## src/irfb_pkg.sv

```systemverilog
// holds addresses, field positions and reset values of the interrupt request flag bank.
// assumes a 16-bit register port with a 4-bit word address.
`default_nettype none
package irfb_pkg;

  // ==========================================================================
  // register port
  localparam int          IRFB_AW = 4;
  localparam int          IRFB_DW = 16;
  localparam int          IRFB_NREG = 4;

  localparam logic [3:0]  ADDR_PENDING_FLAGS_0 = 4'h0;
  localparam logic [3:0]  ADDR_PENDING_FLAGS_1 = 4'h1;
  localparam logic [3:0]  ADDR_PENDING_FLAGS_2 = 4'h2;
  localparam logic [3:0]  ADDR_PENDING_FLAGS_3 = 4'h3;
  localparam logic [3:0]  ADDR_IRQ_STATUS      = 4'h4;
  localparam logic [3:0]  ADDR_IRQ_MASK        = 4'h5;

  localparam logic [15:0] FLAGS_RESET      = 16'h0000;
  localparam logic [15:0] READ_IDLE        = 16'h0000;
  localparam logic [3:0]  IRQ_STATUS_RESET = 4'h0;
  localparam logic [3:0]  IRQ_MASK_RESET   = 4'h0;

  // ==========================================================================
  // implemented bits per flag register, unimplemented ones read zero
  localparam logic [15:0] IMPL_FLAGS_0 = 16'h3fef;
  localparam logic [15:0] IMPL_FLAGS_1 = 16'hfe1f;
  localparam logic [15:0] IMPL_FLAGS_2 = 16'h22e3;
  localparam logic [15:0] IMPL_FLAGS_3 = 16'h4066;

  // ==========================================================================
  // flag positions, register 0
  localparam int CONVERTER_DONE_BIT     = 13;
  localparam int SERIAL1_TRANSMIT_BIT   = 12;
  localparam int SERIAL1_RECEIVE_BIT    = 11;
  localparam int SYNC_SERIAL1_EVENT_BIT = 10;
  localparam int SYNC_SERIAL1_FAULT_BIT = 9;
  localparam int TIMER_THREE_BIT        = 8;
  localparam int TIMER_TWO_BIT          = 7;
  localparam int COMPARE_TWO_BIT        = 6;
  localparam int CAPTURE_TWO_BIT        = 5;
  localparam int TIMER_ONE_BIT          = 3;
  localparam int COMPARE_ONE_BIT        = 2;
  localparam int CAPTURE_ONE_BIT        = 1;
  localparam int EXT_LINE0_BIT          = 0;
  // register 1
  localparam int SERIAL2_TRANSMIT_BIT   = 15;
  localparam int SERIAL2_RECEIVE_BIT    = 14;
  localparam int EXT_LINE2_BIT          = 13;
  localparam int TIMER_FIVE_BIT         = 12;
  localparam int TIMER_FOUR_BIT         = 11;
  localparam int COMPARE_FOUR_BIT       = 10;
  localparam int COMPARE_THREE_BIT      = 9;
  localparam int EXT_LINE1_BIT          = 4;
  localparam int PIN_CHANGE_BIT         = 3;
  localparam int COMPARATOR_BIT         = 2;
  localparam int TWOWIRE1_MASTER_BIT    = 1;
  localparam int TWOWIRE1_SLAVE_BIT     = 0;
  // register 2
  localparam int PARALLEL_PORT_BIT      = 13;
  localparam int COMPARE_FIVE_BIT       = 9;
  localparam int CAPTURE_FIVE_BIT       = 7;
  localparam int CAPTURE_FOUR_BIT       = 6;
  localparam int CAPTURE_THREE_BIT      = 5;
  localparam int SYNC_SERIAL2_EVENT_BIT = 1;
  localparam int SYNC_SERIAL2_FAULT_BIT = 0;
  // register 3
  localparam int CALENDAR_CLOCK_BIT     = 14;
  localparam int EXT_LINE4_BIT          = 6;
  localparam int EXT_LINE3_BIT          = 5;
  localparam int TWOWIRE2_MASTER_BIT    = 2;
  localparam int TWOWIRE2_SLAVE_BIT     = 1;

endpackage : irfb_pkg
`default_nettype wire

```

## src/irfb_top.sv

```systemverilog
// interrupt request flag bank: four pending flag registers, a register port and an interrupt summary.
// assumes all request strobes come from logic on MCLK; pin edge detection lives upstream.
`timescale 1ns/1ps
`default_nettype none
module irfb_top
  import irfb_pkg::*;
(
  // clock and reset
  input  wire logic               MCLK,
  input  wire logic               NRST,
  // register port
  input  wire logic [IRFB_AW-1:0] ADDR,
  input  wire logic [IRFB_DW-1:0] WDATA,
  input  wire logic               WR,
  input  wire logic               RD,
  output logic      [IRFB_DW-1:0] RDATA,
  // requests, register 0 sources
  input  wire logic               CONVERTER_DONE_REQ,
  input  wire logic               SERIAL1_TRANSMIT_REQ,
  input  wire logic               SERIAL1_RECEIVE_REQ,
  input  wire logic               SYNC_SERIAL1_EVENT_REQ,
  input  wire logic               SYNC_SERIAL1_FAULT_REQ,
  input  wire logic               TIMER_THREE_REQ,
  input  wire logic               TIMER_TWO_REQ,
  input  wire logic               COMPARE_TWO_REQ,
  input  wire logic               CAPTURE_TWO_REQ,
  input  wire logic               TIMER_ONE_REQ,
  input  wire logic               COMPARE_ONE_REQ,
  input  wire logic               CAPTURE_ONE_REQ,
  input  wire logic               EXT_LINE0_REQ,
  // requests, register 1 sources
  input  wire logic               SERIAL2_TRANSMIT_REQ,
  input  wire logic               SERIAL2_RECEIVE_REQ,
  input  wire logic               EXT_LINE2_REQ,
  input  wire logic               TIMER_FIVE_REQ,
  input  wire logic               TIMER_FOUR_REQ,
  input  wire logic               COMPARE_FOUR_REQ,
  input  wire logic               COMPARE_THREE_REQ,
  input  wire logic               EXT_LINE1_REQ,
  input  wire logic               PIN_CHANGE_REQ,
  input  wire logic               COMPARATOR_REQ,
  input  wire logic               TWOWIRE1_MASTER_REQ,
  input  wire logic               TWOWIRE1_SLAVE_REQ,
  // requests, register 2 sources
  input  wire logic               PARALLEL_PORT_REQ,
  input  wire logic               COMPARE_FIVE_REQ,
  input  wire logic               CAPTURE_FIVE_REQ,
  input  wire logic               CAPTURE_FOUR_REQ,
  input  wire logic               CAPTURE_THREE_REQ,
  input  wire logic               SYNC_SERIAL2_EVENT_REQ,
  input  wire logic               SYNC_SERIAL2_FAULT_REQ,
  // requests, register 3 sources
  input  wire logic               CALENDAR_CLOCK_REQ,
  input  wire logic               EXT_LINE4_REQ,
  input  wire logic               EXT_LINE3_REQ,
  input  wire logic               TWOWIRE2_MASTER_REQ,
  input  wire logic               TWOWIRE2_SLAVE_REQ,
  // pending flags toward enable and priority logic
  output logic      [IRFB_DW-1:0] PENDING_FLAGS_0,
  output logic      [IRFB_DW-1:0] PENDING_FLAGS_1,
  output logic      [IRFB_DW-1:0] PENDING_FLAGS_2,
  output logic      [IRFB_DW-1:0] PENDING_FLAGS_3,
  // summary interrupt
  output logic                    IRQ
);

  // ==========================================================================
  // request packing into register layout
  logic [IRFB_DW-1:0] set_0;
  logic [IRFB_DW-1:0] set_1;
  logic [IRFB_DW-1:0] set_2;
  logic [IRFB_DW-1:0] set_3;

  always_comb
  begin
    set_0 = FLAGS_RESET;
    set_0[CONVERTER_DONE_BIT]     = CONVERTER_DONE_REQ;
    set_0[SERIAL1_TRANSMIT_BIT]   = SERIAL1_TRANSMIT_REQ;
    set_0[SERIAL1_RECEIVE_BIT]    = SERIAL1_RECEIVE_REQ;
    set_0[SYNC_SERIAL1_EVENT_BIT] = SYNC_SERIAL1_EVENT_REQ;
    set_0[SYNC_SERIAL1_FAULT_BIT] = SYNC_SERIAL1_FAULT_REQ;
    set_0[TIMER_THREE_BIT]        = TIMER_THREE_REQ;
    set_0[TIMER_TWO_BIT]          = TIMER_TWO_REQ;
    set_0[COMPARE_TWO_BIT]        = COMPARE_TWO_REQ;
    set_0[CAPTURE_TWO_BIT]        = CAPTURE_TWO_REQ;
    set_0[TIMER_ONE_BIT]          = TIMER_ONE_REQ;
    set_0[COMPARE_ONE_BIT]        = COMPARE_ONE_REQ;
    set_0[CAPTURE_ONE_BIT]        = CAPTURE_ONE_REQ;
    set_0[EXT_LINE0_BIT]          = EXT_LINE0_REQ;
  end

  always_comb
  begin
    set_1 = FLAGS_RESET;
    set_1[SERIAL2_TRANSMIT_BIT]   = SERIAL2_TRANSMIT_REQ;
    set_1[SERIAL2_RECEIVE_BIT]    = SERIAL2_RECEIVE_REQ;
    set_1[EXT_LINE2_BIT]          = EXT_LINE2_REQ;
    set_1[TIMER_FIVE_BIT]         = TIMER_FIVE_REQ;
    set_1[TIMER_FOUR_BIT]         = TIMER_FOUR_REQ;
    set_1[COMPARE_FOUR_BIT]       = COMPARE_FOUR_REQ;
    set_1[COMPARE_THREE_BIT]      = COMPARE_THREE_REQ;
    set_1[EXT_LINE1_BIT]          = EXT_LINE1_REQ;
    set_1[PIN_CHANGE_BIT]         = PIN_CHANGE_REQ;
    set_1[COMPARATOR_BIT]         = COMPARATOR_REQ;
    set_1[TWOWIRE1_MASTER_BIT]    = TWOWIRE1_MASTER_REQ;
    set_1[TWOWIRE1_SLAVE_BIT]     = TWOWIRE1_SLAVE_REQ;
  end

  always_comb
  begin
    set_2 = FLAGS_RESET;
    set_2[PARALLEL_PORT_BIT]      = PARALLEL_PORT_REQ;
    set_2[COMPARE_FIVE_BIT]       = COMPARE_FIVE_REQ;
    set_2[CAPTURE_FIVE_BIT]       = CAPTURE_FIVE_REQ;
    set_2[CAPTURE_FOUR_BIT]       = CAPTURE_FOUR_REQ;
    set_2[CAPTURE_THREE_BIT]      = CAPTURE_THREE_REQ;
    set_2[SYNC_SERIAL2_EVENT_BIT] = SYNC_SERIAL2_EVENT_REQ;
    set_2[SYNC_SERIAL2_FAULT_BIT] = SYNC_SERIAL2_FAULT_REQ;
  end

  always_comb
  begin
    set_3 = FLAGS_RESET;
    set_3[CALENDAR_CLOCK_BIT]     = CALENDAR_CLOCK_REQ;
    set_3[EXT_LINE4_BIT]          = EXT_LINE4_REQ;
    set_3[EXT_LINE3_BIT]          = EXT_LINE3_REQ;
    set_3[TWOWIRE2_MASTER_BIT]    = TWOWIRE2_MASTER_REQ;
    set_3[TWOWIRE2_SLAVE_BIT]     = TWOWIRE2_SLAVE_REQ;
  end

  // ==========================================================================
  // address decode
  wire hit_f0   = (ADDR == ADDR_PENDING_FLAGS_0);
  wire hit_f1   = (ADDR == ADDR_PENDING_FLAGS_1);
  wire hit_f2   = (ADDR == ADDR_PENDING_FLAGS_2);
  wire hit_f3   = (ADDR == ADDR_PENDING_FLAGS_3);
  wire hit_st   = (ADDR == ADDR_IRQ_STATUS);
  wire hit_mask = (ADDR == ADDR_IRQ_MASK);

  wire wr_f0    = WR & hit_f0;
  wire wr_f1    = WR & hit_f1;
  wire wr_f2    = WR & hit_f2;
  wire wr_f3    = WR & hit_f3;
  wire wr_st    = WR & hit_st;
  wire wr_mask  = WR & hit_mask;

  // ==========================================================================
  // flag registers
  logic [IRFB_DW-1:0] flags_0;
  logic [IRFB_DW-1:0] flags_1;
  logic [IRFB_DW-1:0] flags_2;
  logic [IRFB_DW-1:0] flags_3;

  irfb_flag_reg #(.IMPL(IMPL_FLAGS_0)) u_flags_0 (
    .clk     (MCLK),
    .rst_n   (NRST),
    .set     (set_0),
    .wr_en   (wr_f0),
    .wr_data (WDATA),
    .flags   (flags_0)
  );

  irfb_flag_reg #(.IMPL(IMPL_FLAGS_1)) u_flags_1 (
    .clk     (MCLK),
    .rst_n   (NRST),
    .set     (set_1),
    .wr_en   (wr_f1),
    .wr_data (WDATA),
    .flags   (flags_1)
  );

  irfb_flag_reg #(.IMPL(IMPL_FLAGS_2)) u_flags_2 (
    .clk     (MCLK),
    .rst_n   (NRST),
    .set     (set_2),
    .wr_en   (wr_f2),
    .wr_data (WDATA),
    .flags   (flags_2)
  );

  irfb_flag_reg #(.IMPL(IMPL_FLAGS_3)) u_flags_3 (
    .clk     (MCLK),
    .rst_n   (NRST),
    .set     (set_3),
    .wr_en   (wr_f3),
    .wr_data (WDATA),
    .flags   (flags_3)
  );

  assign PENDING_FLAGS_0 = flags_0;
  assign PENDING_FLAGS_1 = flags_1;
  assign PENDING_FLAGS_2 = flags_2;
  assign PENDING_FLAGS_3 = flags_3;

  // ==========================================================================
  // interrupt summary: one event bit per flag register
  // only requests on implemented bits count, so stray strobes cannot raise it
  wire  [3:0] reg_evt;
  logic [3:0] irq_status;
  logic [3:0] irq_mask;

  assign reg_evt[0] = |(set_0 & IMPL_FLAGS_0);
  assign reg_evt[1] = |(set_1 & IMPL_FLAGS_1);
  assign reg_evt[2] = |(set_2 & IMPL_FLAGS_2);
  assign reg_evt[3] = |(set_3 & IMPL_FLAGS_3);

  irfb_irq_status u_irq (
    .clk     (MCLK),
    .rst_n   (NRST),
    .evt     (reg_evt),
    .st_wr   (wr_st),
    .mask_wr (wr_mask),
    .wr_data (WDATA[3:0]),
    .status  (irq_status),
    .mask    (irq_mask),
    .irq     (IRQ)
  );

  // ==========================================================================
  // read path, data valid only in the cycle after the strobe
  logic [IRFB_DW-1:0] rdata_r;
  wire  [IRFB_DW-1:0] rd_mux;

  assign rd_mux = hit_f0   ? flags_0 :
                  hit_f1   ? flags_1 :
                  hit_f2   ? flags_2 :
                  hit_f3   ? flags_3 :
                  hit_st   ? {12'h000, irq_status} :
                  hit_mask ? {12'h000, irq_mask} :
                  READ_IDLE;

  always_ff @(posedge MCLK or negedge NRST)
  begin
    if (!NRST)
      rdata_r <= READ_IDLE;
    else
      rdata_r <= RD ? rd_mux : READ_IDLE;
  end

  assign RDATA = rdata_r;

endmodule : irfb_top
`default_nettype wire

```

## src/irfb_flag_reg.sv

```systemverilog
// one 16-bit pending flag register with per-bit set strobes and software load.
// assumes set strobes and write controls are synchronous to clk.
`timescale 1ns/1ps
`default_nettype none
module irfb_flag_reg
  import irfb_pkg::*;
#(
  parameter logic [15:0] IMPL = 16'hffff
)
(
  // clock and reset
  input  wire logic        clk,
  input  wire logic        rst_n,
  // request and software side
  input  wire logic [15:0] set,
  input  wire logic        wr_en,
  input  wire logic [15:0] wr_data,
  // state
  output logic      [15:0] flags
);

  // ==========================================================================
  // per-bit flag cells
  genvar i;
  generate
    for (i = 0; i < IRFB_DW; i++)
    begin : g_bit
      if (IMPL[i])
      begin : g_impl
        logic flag_r;
        wire  flag_nxt;
        // set wins over a clearing write in the same cycle
        assign flag_nxt = (wr_en ? wr_data[i] : flag_r) | set[i];
        always_ff @(posedge clk or negedge rst_n)
        begin
          if (!rst_n)
            flag_r <= FLAGS_RESET[i];
          else
            flag_r <= flag_nxt;
        end
        assign flags[i] = flag_r;
      end
      else
      begin : g_unimpl
        assign flags[i] = 1'b0;
      end
    end
  endgenerate

endmodule : irfb_flag_reg
`default_nettype wire

```

## src/irfb_irq_status.sv

```systemverilog
// sticky per-register interrupt status, its mask and the level interrupt output.
// assumes one-cycle event pulses and write strobes on clk.
`timescale 1ns/1ps
`default_nettype none
module irfb_irq_status
  import irfb_pkg::*;
(
  // clock and reset
  input  wire logic       clk,
  input  wire logic       rst_n,
  // events and software
  input  wire logic [3:0] evt,
  input  wire logic       st_wr,
  input  wire logic       mask_wr,
  input  wire logic [3:0] wr_data,
  // state
  output logic      [3:0] status,
  output logic      [3:0] mask,
  output logic            irq
);

  // ==========================================================================
  // status and mask
  logic [3:0] status_r;
  logic [3:0] mask_r;
  wire  [3:0] clr_bits;
  wire  [3:0] status_nxt;

  assign clr_bits   = st_wr ? wr_data : IRQ_STATUS_RESET;
  // a new event outlives a write-one-to-clear in the same cycle
  assign status_nxt = (status_r & ~clr_bits) | evt;

  always_ff @(posedge clk or negedge rst_n)
  begin
    if (!rst_n)
    begin
      status_r <= IRQ_STATUS_RESET;
      mask_r   <= IRQ_MASK_RESET;
    end
    else
    begin
      status_r <= status_nxt;
      if (mask_wr)
        mask_r <= wr_data;
    end
  end

  assign status = status_r;
  assign mask   = mask_r;
  assign irq    = |(status_r & mask_r);

endmodule : irfb_irq_status
`default_nettype wire

```

## config.mk

```make
export PLATFORM = sky130hd
export DESIGN_NAME = irfb_top
export DESIGN_NICKNAME = d
export VERILOG_FILES = /design/src/irfb_pkg.sv /design/src/irfb_top.sv /design/src/irfb_flag_reg.sv /design/src/irfb_irq_status.sv
export SDC_FILE = /design/constraint.sdc
export NUM_CORES = 1
export LEC_CHECK = 0
export BUFFER_PORTS_ARGS = -buffer_cell sky130_fd_sc_hd__buf_2
export CORE_UTILIZATION = 52
export DETAILED_ROUTE_END_ITERATION = 12
export GPL_ROUTABILITY_DRIVEN = 0
export PLACE_DENSITY = 0.85
export SYNTH_ARGS = -nofsm -noshare
export SYNTH_HDL_FRONTEND = slang
export SYNTH_SLANG_ARGS = --single-unit
```

## constraint.sdc

```tcl
create_clock -name MCLK -period 1.8 [get_ports MCLK]
set_input_delay 0.36 -clock MCLK [delete_from_list [all_inputs] [get_ports MCLK]]
set_output_delay 0.36 -clock MCLK [all_outputs]
set_load 0.02 [all_outputs]
```

==> qor.yml, run 1 <==
totalWireLength_um: 8800
antenna_found_initial: 0
grtUsageMet3: 0.0622
synth_compound_area_frac: 0.104
place_hpwl_um: 6640
vias: 2818
synth-seq-area-share: 0.464
yosys-top-cells-area: "dfrtp_1, buf_4, a211o_1"
met1_usage: 0.354
post_cts_resized: 0
cts_setup_buffers: 0
synth-xor-area-share: 0
cts_made_buffers: 9
firstDrtPassIters: 4
worst_pin_slew_ns: 0.535
cp.required_ns: 1.44
yosysMostFrequentCell: "buf_4"
clock_skew_ns: 0.00522
grt_pass1_vias: 2717
p_leak_nw: 1.81
die_h_um: 81.5
min_path_type: "in -> async"
ir_drop_uv: 478
die_area_mm2: 0.00665
synthCells: 339
clockBufferDepth: 2
fillers: 499
arrival_ns: 1.23
cp_slowest_stage_delay_ns: 0.41
io_pins: 142
grt_start_max_net_pins: 30
synth_top_family_by_area: "simple AND/OR/NAND/NOR gates"
drv_cap: 0
synthAdderAreaFrac: 0
clk_latency_ns: 0.34
rsz0062_at_grt: "false"
dp_cells: 491
violations: "negative hold slack"
yosysTopAreaCell: "dfrtp_1"
design_area_mm2: 0.00380
drt-vias-per-instance: 5.56
critPathLaunchType: "register"
period_share: 0.884
portBuffers: 114
syn_to_final_growth_pct: 15.6
fin_total_pwr_mw: 3.01
async_reset_ff_frac: 1.00
finalMaxSlewViolations: 0
power.density_mw_per_mm2: 791
final.setup.tns_ns: 0
fin_crit_ns: 1.59
cp-end-kind: "output pin"
clock-sinks: 61
path_cells: "a22oi_1 > nand2_1 > buf_2"
rr_startpoint: "u_flags_3.g_bit[2].g_impl.flag_r$_DFF_PN0_"
synth-warning-count: 0
hold_buffers: 0
maxSlewHeadroom: 0.643
synth_seq_cells: 61
reg2reg_depth: 3
synth_edf_count: 0
htree_levels: 3
finalSetupViolCount: 0
synth-simple-area-share: 0.201
drive_gt1_frac: 0.347
fmax_mhz: 629
cts-root-buf: "clkbuf_8"
cts_tree: "yes"
grtUsageTotal: 0.275
start_util: 0.546
crit_path_top_delay_cell: "dfrtp_1"
route.detailed.drc: 0
yosys-top-cells-count: "buf_4, dfrtp_1, nand2_1"
stdcell_count: 507
use_met2: 0.439
clkTransAtPathRegs_ns: 0.06
status: "finished, violations left"
num_rows: 28
die_width_um: 81.5
final_antenna_net_count: 0
cp_max_fo: 3
grt_busiest_layer: "met2"
yosysTopAreaCellShare: 0.464
grt_overflow_total: 0
critical_path_class: "reg -> out"
core_area_mm2: 0.00603
r2r_setup_slack_ns: 0.59
finalHoldViolations: 8
grt_pass1_wl_um: 13300
drtIter0Drc: 228
fin_hold_ws_ns: -0.00590
post_drt_wl_per_cell_um: 17.4
place_area_mm2: 0.00363
antennaDiodeCount: 0
synth_area_per_cell_um2: 9.70
synth_mux_area_frac: 0.0514
synth.cell_area_mm2: 0.00329
num-nets-final: 488
regToRegEndpoint: "RDATA[2]$_DFF_PN0_"
ys.flop_type: "dfrtp_1"
ys_types: 38
## layout by cell type (no fill, tap or decap), types with 7 or more instances in the layout
cell / Yosys / final
inv_1: 11 / 11
conb_1: 1 / 27
a211o_1: 23 / 23
clkbuf_8: 0 / 11
nor4_1: 7 / 7
buf_4: 66 / 11
nand2_1: 40 / 40
nand3b_1: 15 / 15
mux2i_1: 9 / 9
and3_1: 7 / 7
buf_2: 9 / 114
nor2_1: 36 / 36
dfrtp_1: 61 / 61
## critical path: cells and delay by family (launching register included)
| kind | cells | cell delay [ns] |
|---|---|---|
| DFF | 1 | 0.41 |
| AOI/OAI and AO/OA | 1 | 0.23 |
| buffers and inverters | 1 | 0.16 |
| and+or+nand+nor | 1 | 0.09 |
## per-stage QoR
stage | utilization | worst slack, ns
2_1_floorplan | - | 0.284
6_report | 0.631 | 0.210
5_1_grt | 0.631 | 0.196
3_5_place_dp | 0.602 | 0.161
3_3_place_gp | 0.602 | 0.196
4_1_cts | 0.631 | 0.210
## sequential cells by signal (all words and copies together) (netlist names)
name and count:
u_flags_2.g_bit.g_impl.flag_r 7, u_flags_3.g_bit.g_impl.flag_r 5, u_irq.mask 4, u_irq.status 4, u_flags_1.g_bit.g_impl.flag_r 12, RDATA 16, u_flags_0.g_bit.g_impl.flag_r 13
## where the power goes
part / internal, mW / switching [mW]
logic: 0.166 / 0.293
registers: 1.42 / 0.0366
clock network: 0.575 / 0.514
## worst max-delay path by stage
stage / startpoint / end / slack, ns / cells past startpoint
finish: u_irq.status[3]$_DFF_PN0_ / IRQ / 0.21 / 3
detailed placement: ADDR[0] / u_flags_1.g_bit[3].g_impl.flag_r$_DFF_PN0_ / 0.16 / 6
global route: u_irq.status[3]$_DFF_PN0_ / IRQ / 0.20 / 3
CTS: u_irq.status[3]$_DFF_PN0_ / IRQ / 0.21 / 3
floorplan: ADDR[0] / u_irq.mask[0]$_DFFE_PN0P_ / 0.28 / 4
global placement: ADDR[0] / RDATA[2]$_DFF_PN0_ / 0.20 / 6
## metal layers
metal | vias to the layer above | wire, um
met5 | - | 0
met4 | 0 | 159
met3 | 18 | 865
met2 | 184 | 4180
met1 | 1363 | 3600
li1 | 1253 | -
## layout make-up
type	instances	area [um2]	share of cell area
well taps	75	93.8	0.0247
flip-flops and latches	61	1530	0.402
inverters	11	41.3	0.0109
clock inverters	1	5.00	0.00132
clock buffers	15	166	0.0438
repair buffers	127	693	0.182
multi-input cells	217	1270	0.335
## cells by family after synthesis
family          count (synthesis)
compound gates                 45
buf+inv                        87
flops                          61
mux                            15
other cells                     1
simple gates                  130
(Power assumes the default switching activity.)
==> run 2: changes to the inputs <==
--- a/config.mk
+++ b/config.mk
@@ -9,7 +9,7 @@
 export CORE_UTILIZATION = 52
 export DETAILED_ROUTE_END_ITERATION = 12
 export GPL_ROUTABILITY_DRIVEN = 0
-export PLACE_DENSITY = 0.85
+export PLACE_DENSITY_LB_ADDON = 0.2
 export SYNTH_ARGS = -nofsm -noshare
 export SYNTH_HDL_FRONTEND = slang
 export SYNTH_SLANG_ARGS = --single-unit
==> run 2 against run 1 <==
Compared with the run above: the run now ends clean; cell area up 0.86%; combinational power down 2%; worst setup slack better by 0.061 ns; sequential power about the same; first-iteration DRC count down 13%; utilization up 0.54 points; sequential share of layout area down 0.34 points.
==> qor.yml, run 2 (synthesized netlist as in run 1, its figures left out) <==
min_path_type: "in -> async"  # unchanged
sw_frac_of_total: 0.266  # was 0.281
cp_slowest_stage_delay_ns: 0.41  # about the same
cp-end-kind: "output pin"  # unchanged
largest_reg_flops: 16  # unchanged
critical_path_class: "reg -> out"  # unchanged
totalWireLength_um: 8290  # was 8800 um
period_share: 0.850  # was 0.884
hold_buffers: 0  # unchanged
drive_gt1_frac: 0.349  # was 0.347
clock-sinks: 61  # unchanged
fmax_mhz: 654  # was 629 MHz
clkTransAtPathRegs_ns: 0.07  # was 0.06 ns
p_seq_frac: 0.453  # was 0.485
grt_pass1_wl_um: 12900  # was 13300 um
cts_setup_buffers: 0  # unchanged
antenna_found_initial: 0  # unchanged
arrival_ns: 1.17  # was 1.23 ns
finalSetupViolCount: 0  # unchanged
die_width_um: 81.5  # unchanged
cts_tree: "yes"  # unchanged
clk_latency_ns: 0.33  # was 0.34 ns
clkPwrFrac: 0.406  # was 0.362
grt_pass1_vias: 2514  # was 2717
final_common_cell: "buf_2"  # unchanged
ir_drop_uv: 601  # was 478 uV
firstDrtPassIters: 4  # unchanged
path_cells: "a22oi_1 > nand2_1 > buf_2"  # unchanged
final_antenna_net_count: 0  # unchanged
final_util: 0.636  # was 0.631
combPwrFrac: 0.140  # was 0.153
post_cts_resized: 0  # unchanged
num-nets-final: 486  # was 488
fillers: 539  # was 499
htree_levels: 3  # unchanged
crit_path_top_delay_cell: "dfrtp_1"  # unchanged
grt_start_max_net_pins: 24  # was 30
critPathBufInv: 1  # unchanged
final.setup.tns_ns: 0  # unchanged
syn_to_final_growth_pct: 16.6  # was 15.6%
worst_pin_slew_ns: 0.598  # was 0.535 ns
drtIter0Drc: 199  # was 228
p_int_mw: 2.36  # was 2.16 mW
place_hpwl_um: 6300  # was 6640 um
final_cell_mix: "buf_2, dfrtp_1, nand2_1"  # unchanged
finalHoldViolations: 0  # was 8
power.density_mw_per_mm2: 839  # was 791 mW/mm2
vias: 2709  # was 2818
fin_crit_ns: 1.53  # was 1.59 ns
post_drt_wl_per_cell_um: 16.4  # was 17.4 um
clockBufferDepth: 2  # unchanged
clock_skew_ns: 0.00496  # was 0.00522 ns
drv_cap: 0  # unchanged
grt_overflow_total: 0  # unchanged
cp.required_ns: 1.44  # about the same
grtUsageTotal: 0.268  # was 0.275
io_pins: 142  # unchanged
portBuffers: 114  # unchanged
route.detailed.drc: 0  # unchanged
cp_max_fo: 3  # unchanged
rsz0062_at_grt: "false"  # unchanged
drt-vias-per-instance: 5.36  # was 5.56
finalMaxSlewViolations: 0  # unchanged
cts-root-buf: "clkbuf_8"  # unchanged
critPathLaunchType: "register"  # unchanged
status: "completed"  # was finished, violations left
die_area_mm2: 0.00665  # unchanged
core_area_mm2: 0.00603  # unchanged
power.net_switching_mw: 0.854  # was 0.843 mW
maxSlewHeadroom: 0.602  # was 0.643
crit_family: "flip-flops"  # unchanged
cts_made_buffers: 9  # unchanged
num_rows: 28  # unchanged
antennaDiodeCount: 0  # unchanged
start_util: 0.546  # unchanged
p_leak_nw: 1.83  # was 1.81 nW
die_h_um: 81.5  # unchanged
==> run 2: path summary, 6_finish.rpt <==
check / startpoint / endpoint / slack [ns] / cells past startpoint
worst max-delay path: u_irq.status[3]$_DFF_PN0_ / IRQ / 0.27 / 3
worst max register to register: u_flags_0.g_bit[3].g_impl.flag_r$_DFF_PN0_ / RDATA[3]$_DFF_PN0_ / 0.63 / 2
worst min register to register: u_flags_0.g_bit[9].g_impl.flag_r$_DFF_PN0_ / u_flags_0.g_bit[9].g_impl.flag_r$_DFF_PN0_ / 0.51 / 1
worst min-delay path: NRST / RDATA[4]$_DFF_PN0_ / 0.03 / 1
min in group MCLK: TWOWIRE2_MASTER_REQ / u_irq.status[3]$_DFF_PN0_ / 0.23 / 2
max in group asynchronous: NRST / u_flags_0.g_bit[6].g_impl.flag_r$_DFF_PN0_ / 1.23 / 2
==> run 2: metal layers <==
metal  track usage  up-vias  wire (um)
li1              -     1248          -
met1         0.364     1300       3590
met2         0.420      155       3840
met3        0.0467        6        759
met4         0.113        0         90
met5             0        -          0
==> run 2: area by class of cell <==
cell class                 count  area, um2  share of cell area
multi-input combinational    217       1270               0.332
timing repair buffer         125        691               0.180
tap                           75       93.8              0.0245
inverter                      11       41.3              0.0108
sequential                    61       1530               0.398
clock buffer                  11        131              0.0343
clock inverter                 5       75.1              0.0196
==> run 2: power by group through the flow <==
stage / combinational [mW] / clock [mW] / sequential, mW
3_5_place_dp: 0.450 / 0 / 1.48
5_1_grt: 0.495 / 1.39 / 1.46
4_1_cts: 0.451 / 1.33 / 1.46
6_report: 0.451 / 1.31 / 1.46
3_3_place_gp: 0.445 / 0 / 1.48
2_1_floorplan: 0.301 / 0 / 1.49
==> run 2: worst register-to-register path, cell delays in order, from the launching register on <==
cell	delay, ns
dfrtp_1	0.43
mux4_2	0.46
and3_1	0.18
==> run 2: metrics by stage <==
step	setup WS, ns	total power [mW]	instance area, um2	hold slack [ns]	std cells
6_report	0.271	3.21	3830	0.0338	505
5_1_grt	0.209	3.35	3830	0.0661	505
4_1_cts	0.258	3.24	3830	0.0416	505
3_5_place_dp	0.177	1.93	3630	0.399	489
3_3_place_gp	0.193	1.93	3630	0.394	489
2_1_floorplan	0.284	1.79	3390	0.0644	365
==> run 3: changes to the inputs <==
--- a/config.mk
+++ b/config.mk
@@ -6,7 +6,7 @@
 export NUM_CORES = 1
 export LEC_CHECK = 0
 export BUFFER_PORTS_ARGS = -buffer_cell sky130_fd_sc_hd__buf_2
-export CORE_UTILIZATION = 52
+export CORE_UTILIZATION = 43
 export DETAILED_ROUTE_END_ITERATION = 12
 export GPL_ROUTABILITY_DRIVEN = 0
 export PLACE_DENSITY_LB_ADDON = 0.2
==> constraint.sdc (replaced) <==
create_clock -name MCLK -period 1.3 [get_ports MCLK]
set_input_delay 0.26 -clock MCLK [delete_from_list [all_inputs] [get_ports MCLK]]
set_output_delay 0.26 -clock MCLK [all_outputs]
set_load 0.02 [all_outputs]
==> run 3 against run 2 <==
Compared with the run above: the run now ends with negative setup slack left; hold slack improved by 0.081 ns; sequential cell count did not move; via count rose by 1.5%; highest routed layer unchanged.
==> qor.yml, run 3 (synthesized netlist as in run 1, its figures left out) <==
r2r_setup_slack_ns: 0.02  # was 0.63 ns
combPwrFrac: 0.157  # was 0.140
final_cell_mix: "buf_2, dfrtp_1, nand2_1"  # unchanged
cp.required_ns: 1.04  # was 1.44 ns
period_share: 1.09
drt-vias-per-instance: 4.97  # was 5.36
pre_cts_slack_ns: -0.184  # was 0.177 ns
die_area_mm2: 0.00800  # was 0.00665 mm2
route.detailed.drc: 0  # unchanged
crit_path_start: "u_irq.status[3]$_DFF_PN0_"  # unchanged
p_seq_frac: 0.453  # about the same
clk_latency_ns: 0.34  # was 0.33 ns
fin_hold_ws_ns: 0.115  # was 0.0338 ns
cp_max_fo: 3  # unchanged
cts-root-buf: "clkbuf_8"  # unchanged
drv_cap: 0  # unchanged
power.density_mw_per_mm2: 1080  # was 839 mW/mm2
path_cells: "a22oi_1 > nand2_1 > buf_6"  # was a22oi_1 > nand2_1 > buf_2
antennaDiodeCount: 0  # unchanged
min_path_type: "in -> reg"  # was in -> async
fillers: 683  # was 539
p_leak_nw: 1.97  # was 1.83 nW
cts_tree: "yes"  # unchanged
post_drt_wl_per_cell_um: 16.0  # was 16.4 um
firstDrtPassIters: 4  # unchanged
core_area_mm2: 0.00733  # was 0.00603 mm2
cts_made_buffers: 9  # unchanged
status: "finished, violations left"  # was completed
grt_pass1_vias: 2542  # was 2514
critical_path_class: "reg -> out"  # unchanged
rsz0062_at_grt: "true"  # was false
clkTransAtPathRegs_ns: 0.07  # about the same
regToRegEndpoint: "RDATA[3]$_DFF_PN0_"  # unchanged
violations: "negative setup slack"
reg2reg_depth: 3  # was 2
fin_crit_ns: 1.41
drtIter0Drc: 190  # was 199
clock-sinks: 61  # unchanged
finalMaxSlewViolations: 0  # unchanged
antenna_found_initial: 0  # unchanged
syn_to_final_growth_pct: 25.1  # was 16.6%
portBuffers: 114  # unchanged
arrival_ns: 1.15  # was 1.17 ns
clock_skew_ns: 0.00658  # was 0.00496 ns
vias: 2749  # was 2709
htree_levels: 3  # unchanged
crit_path_top_delay_cell: "dfrtp_1"  # unchanged
place_hpwl_um: 6690  # was 6300 um
num_rows: 31  # was 28
fmax_mhz: 708
final_common_cell: "buf_2"  # unchanged
drive_gt1_frac: 0.392  # was 0.349
power.net_switching_mw: 1.23  # was 0.854 mW
die_width_um: 89.4  # was 81.5 um
ir_drop_uv: 466  # was 601 uV
clockBufferDepth: 2  # unchanged
cp-end-kind: "output pin"  # unchanged
grt_overflow_total: 0  # unchanged
grt_start_max_net_pins: 62  # was 24
sw_frac_of_total: 0.275  # was 0.266
largest_reg_flops: 16  # unchanged
cp_slowest_stage_delay_ns: 0.40  # was 0.41 ns
io_pins: 142  # unchanged
p_int_mw: 3.23  # was 2.36 mW
critPathCapture: "IRQ"  # unchanged
totalWireLength_um: 8850  # was 8290 um
finalSetupViolCount: 1  # was 0
grt_pass1_wl_um: 13300  # was 12900 um
final_antenna_net_count: 0  # unchanged
finalHoldViolations: 0  # unchanged
clkPwrFrac: 0.390  # was 0.406
die_h_um: 89.4  # was 81.5 um
start_util: 0.449  # was 0.546
grtUsageTotal: 0.232  # was 0.268
fin_ws_ns: -0.113  # was 0.271 ns
rr_startpoint: "u_flags_0.g_bit[3].g_impl.flag_r$_DFF_PN0_"  # unchanged
num-nets-final: 511  # was 486
critPathLaunchType: "register"  # unchanged
## run 3: cell types whose count changed in the layout (fill, tap and decap cells not counted), moves of 2 or more
cell	before	now
clkbuf_1	2	0
clkbuf_8	9	11
buf_12	3	5
buf_2	114	112
buf_4	8	30
buf_6	0	2
mux2_4	0	3
mux2_2	5	2
## run 3: repair_timing
item	4_1_cts	5_1_grt
pin swaps	0	2
endpoints found under the setup margin	2	2
hold buffers	1	0
cloned	0	0
setup buffers	3	2
hold endpoints to repair	61	0
gates resized for setup	0	6
## run 3: routing by layer
| layer | GRT usage | vias to the layer above | routed length (um) |
|---|---|---|---|
| met5 | 0 | - | 0 |
| met4 | 0.0895 | 0 | 107 |
| met3 | 0.0443 | 8 | 574 |
| met2 | 0.373 | 115 | 4180 |
| met1 | 0.311 | 1326 | 3990 |
| li1 | - | 1300 | - |
## run 3: critical path, delay by kind of cell (launching register included)
kind,cells,cell delay [ns]
buffers and inverters,1,0.14
AO/OA/AOI/OAI,1,0.18
flip-flops,1,0.40
AND/OR/NAND/NOR,1,0.10
## run 3: layout make-up
type	instances	area, um2	share of cell area
clock buffers	11	151	0.0368
clock inverters	4	47.5	0.0116
inverters	11	41.3	0.0100
multi-input cells	217	1300	0.317
flip-flops and latches	61	1530	0.371
well taps	99	124	0.0301
repair buffers	150	918	0.223
## run 3: worst min-delay path by stage
stage / start / end / slack [ns] / cells after the start
floorplan: NRST / RDATA[0]$_DFF_PN0_ / -0.04 / 0
global placement: NRST / u_flags_1.g_bit[0].g_impl.flag_r$_DFF_PN0_ / 0.30 / 2
detailed placement: NRST / RDATA[4]$_DFF_PN0_ / 0.30 / 2
CTS: CALENDAR_CLOCK_REQ / u_flags_3.g_bit[14].g_impl.flag_r$_DFF_PN0_ / 0.11 / 2
global route: CAPTURE_FOUR_REQ / u_flags_2.g_bit[6].g_impl.flag_r$_DFF_PN0_ / 0.10 / 2
finish: CALENDAR_CLOCK_REQ / u_flags_3.g_bit[14].g_impl.flag_r$_DFF_PN0_ / 0.12 / 2
## run 3: per-stage QoR
step / power (mW) / cells / utilization / area, um2 / setup TNS [ns]
global route: 4.65 / 553 / 0.561 / 4110 / -0.171
CTS: 4.45 / 551 / 0.556 / 4080 / -0.141
finish: 4.46 / 553 / 0.561 / 4110 / -0.113
detailed placement: 2.73 / 532 / 0.524 / 3840 / -5.89
floorplan: 2.49 / 365 / - / 3420 / 0
global placement: 2.73 / 532 / 0.524 / 3840 / -5.21
## run 3: power groups by stage
| stage | combinational, mW | clock, mW | sequential [mW] |
|---|---|---|---|
| after floorplan | 0.434 | 0 | 2.06 |
| after global placement | 0.677 | 0 | 2.05 |
| after detailed placement | 0.681 | 0 | 2.05 |
| after CTS | 0.687 | 1.75 | 2.02 |
| after global routing | 0.765 | 1.86 | 2.03 |
| final | 0.699 | 1.74 | 2.02 |
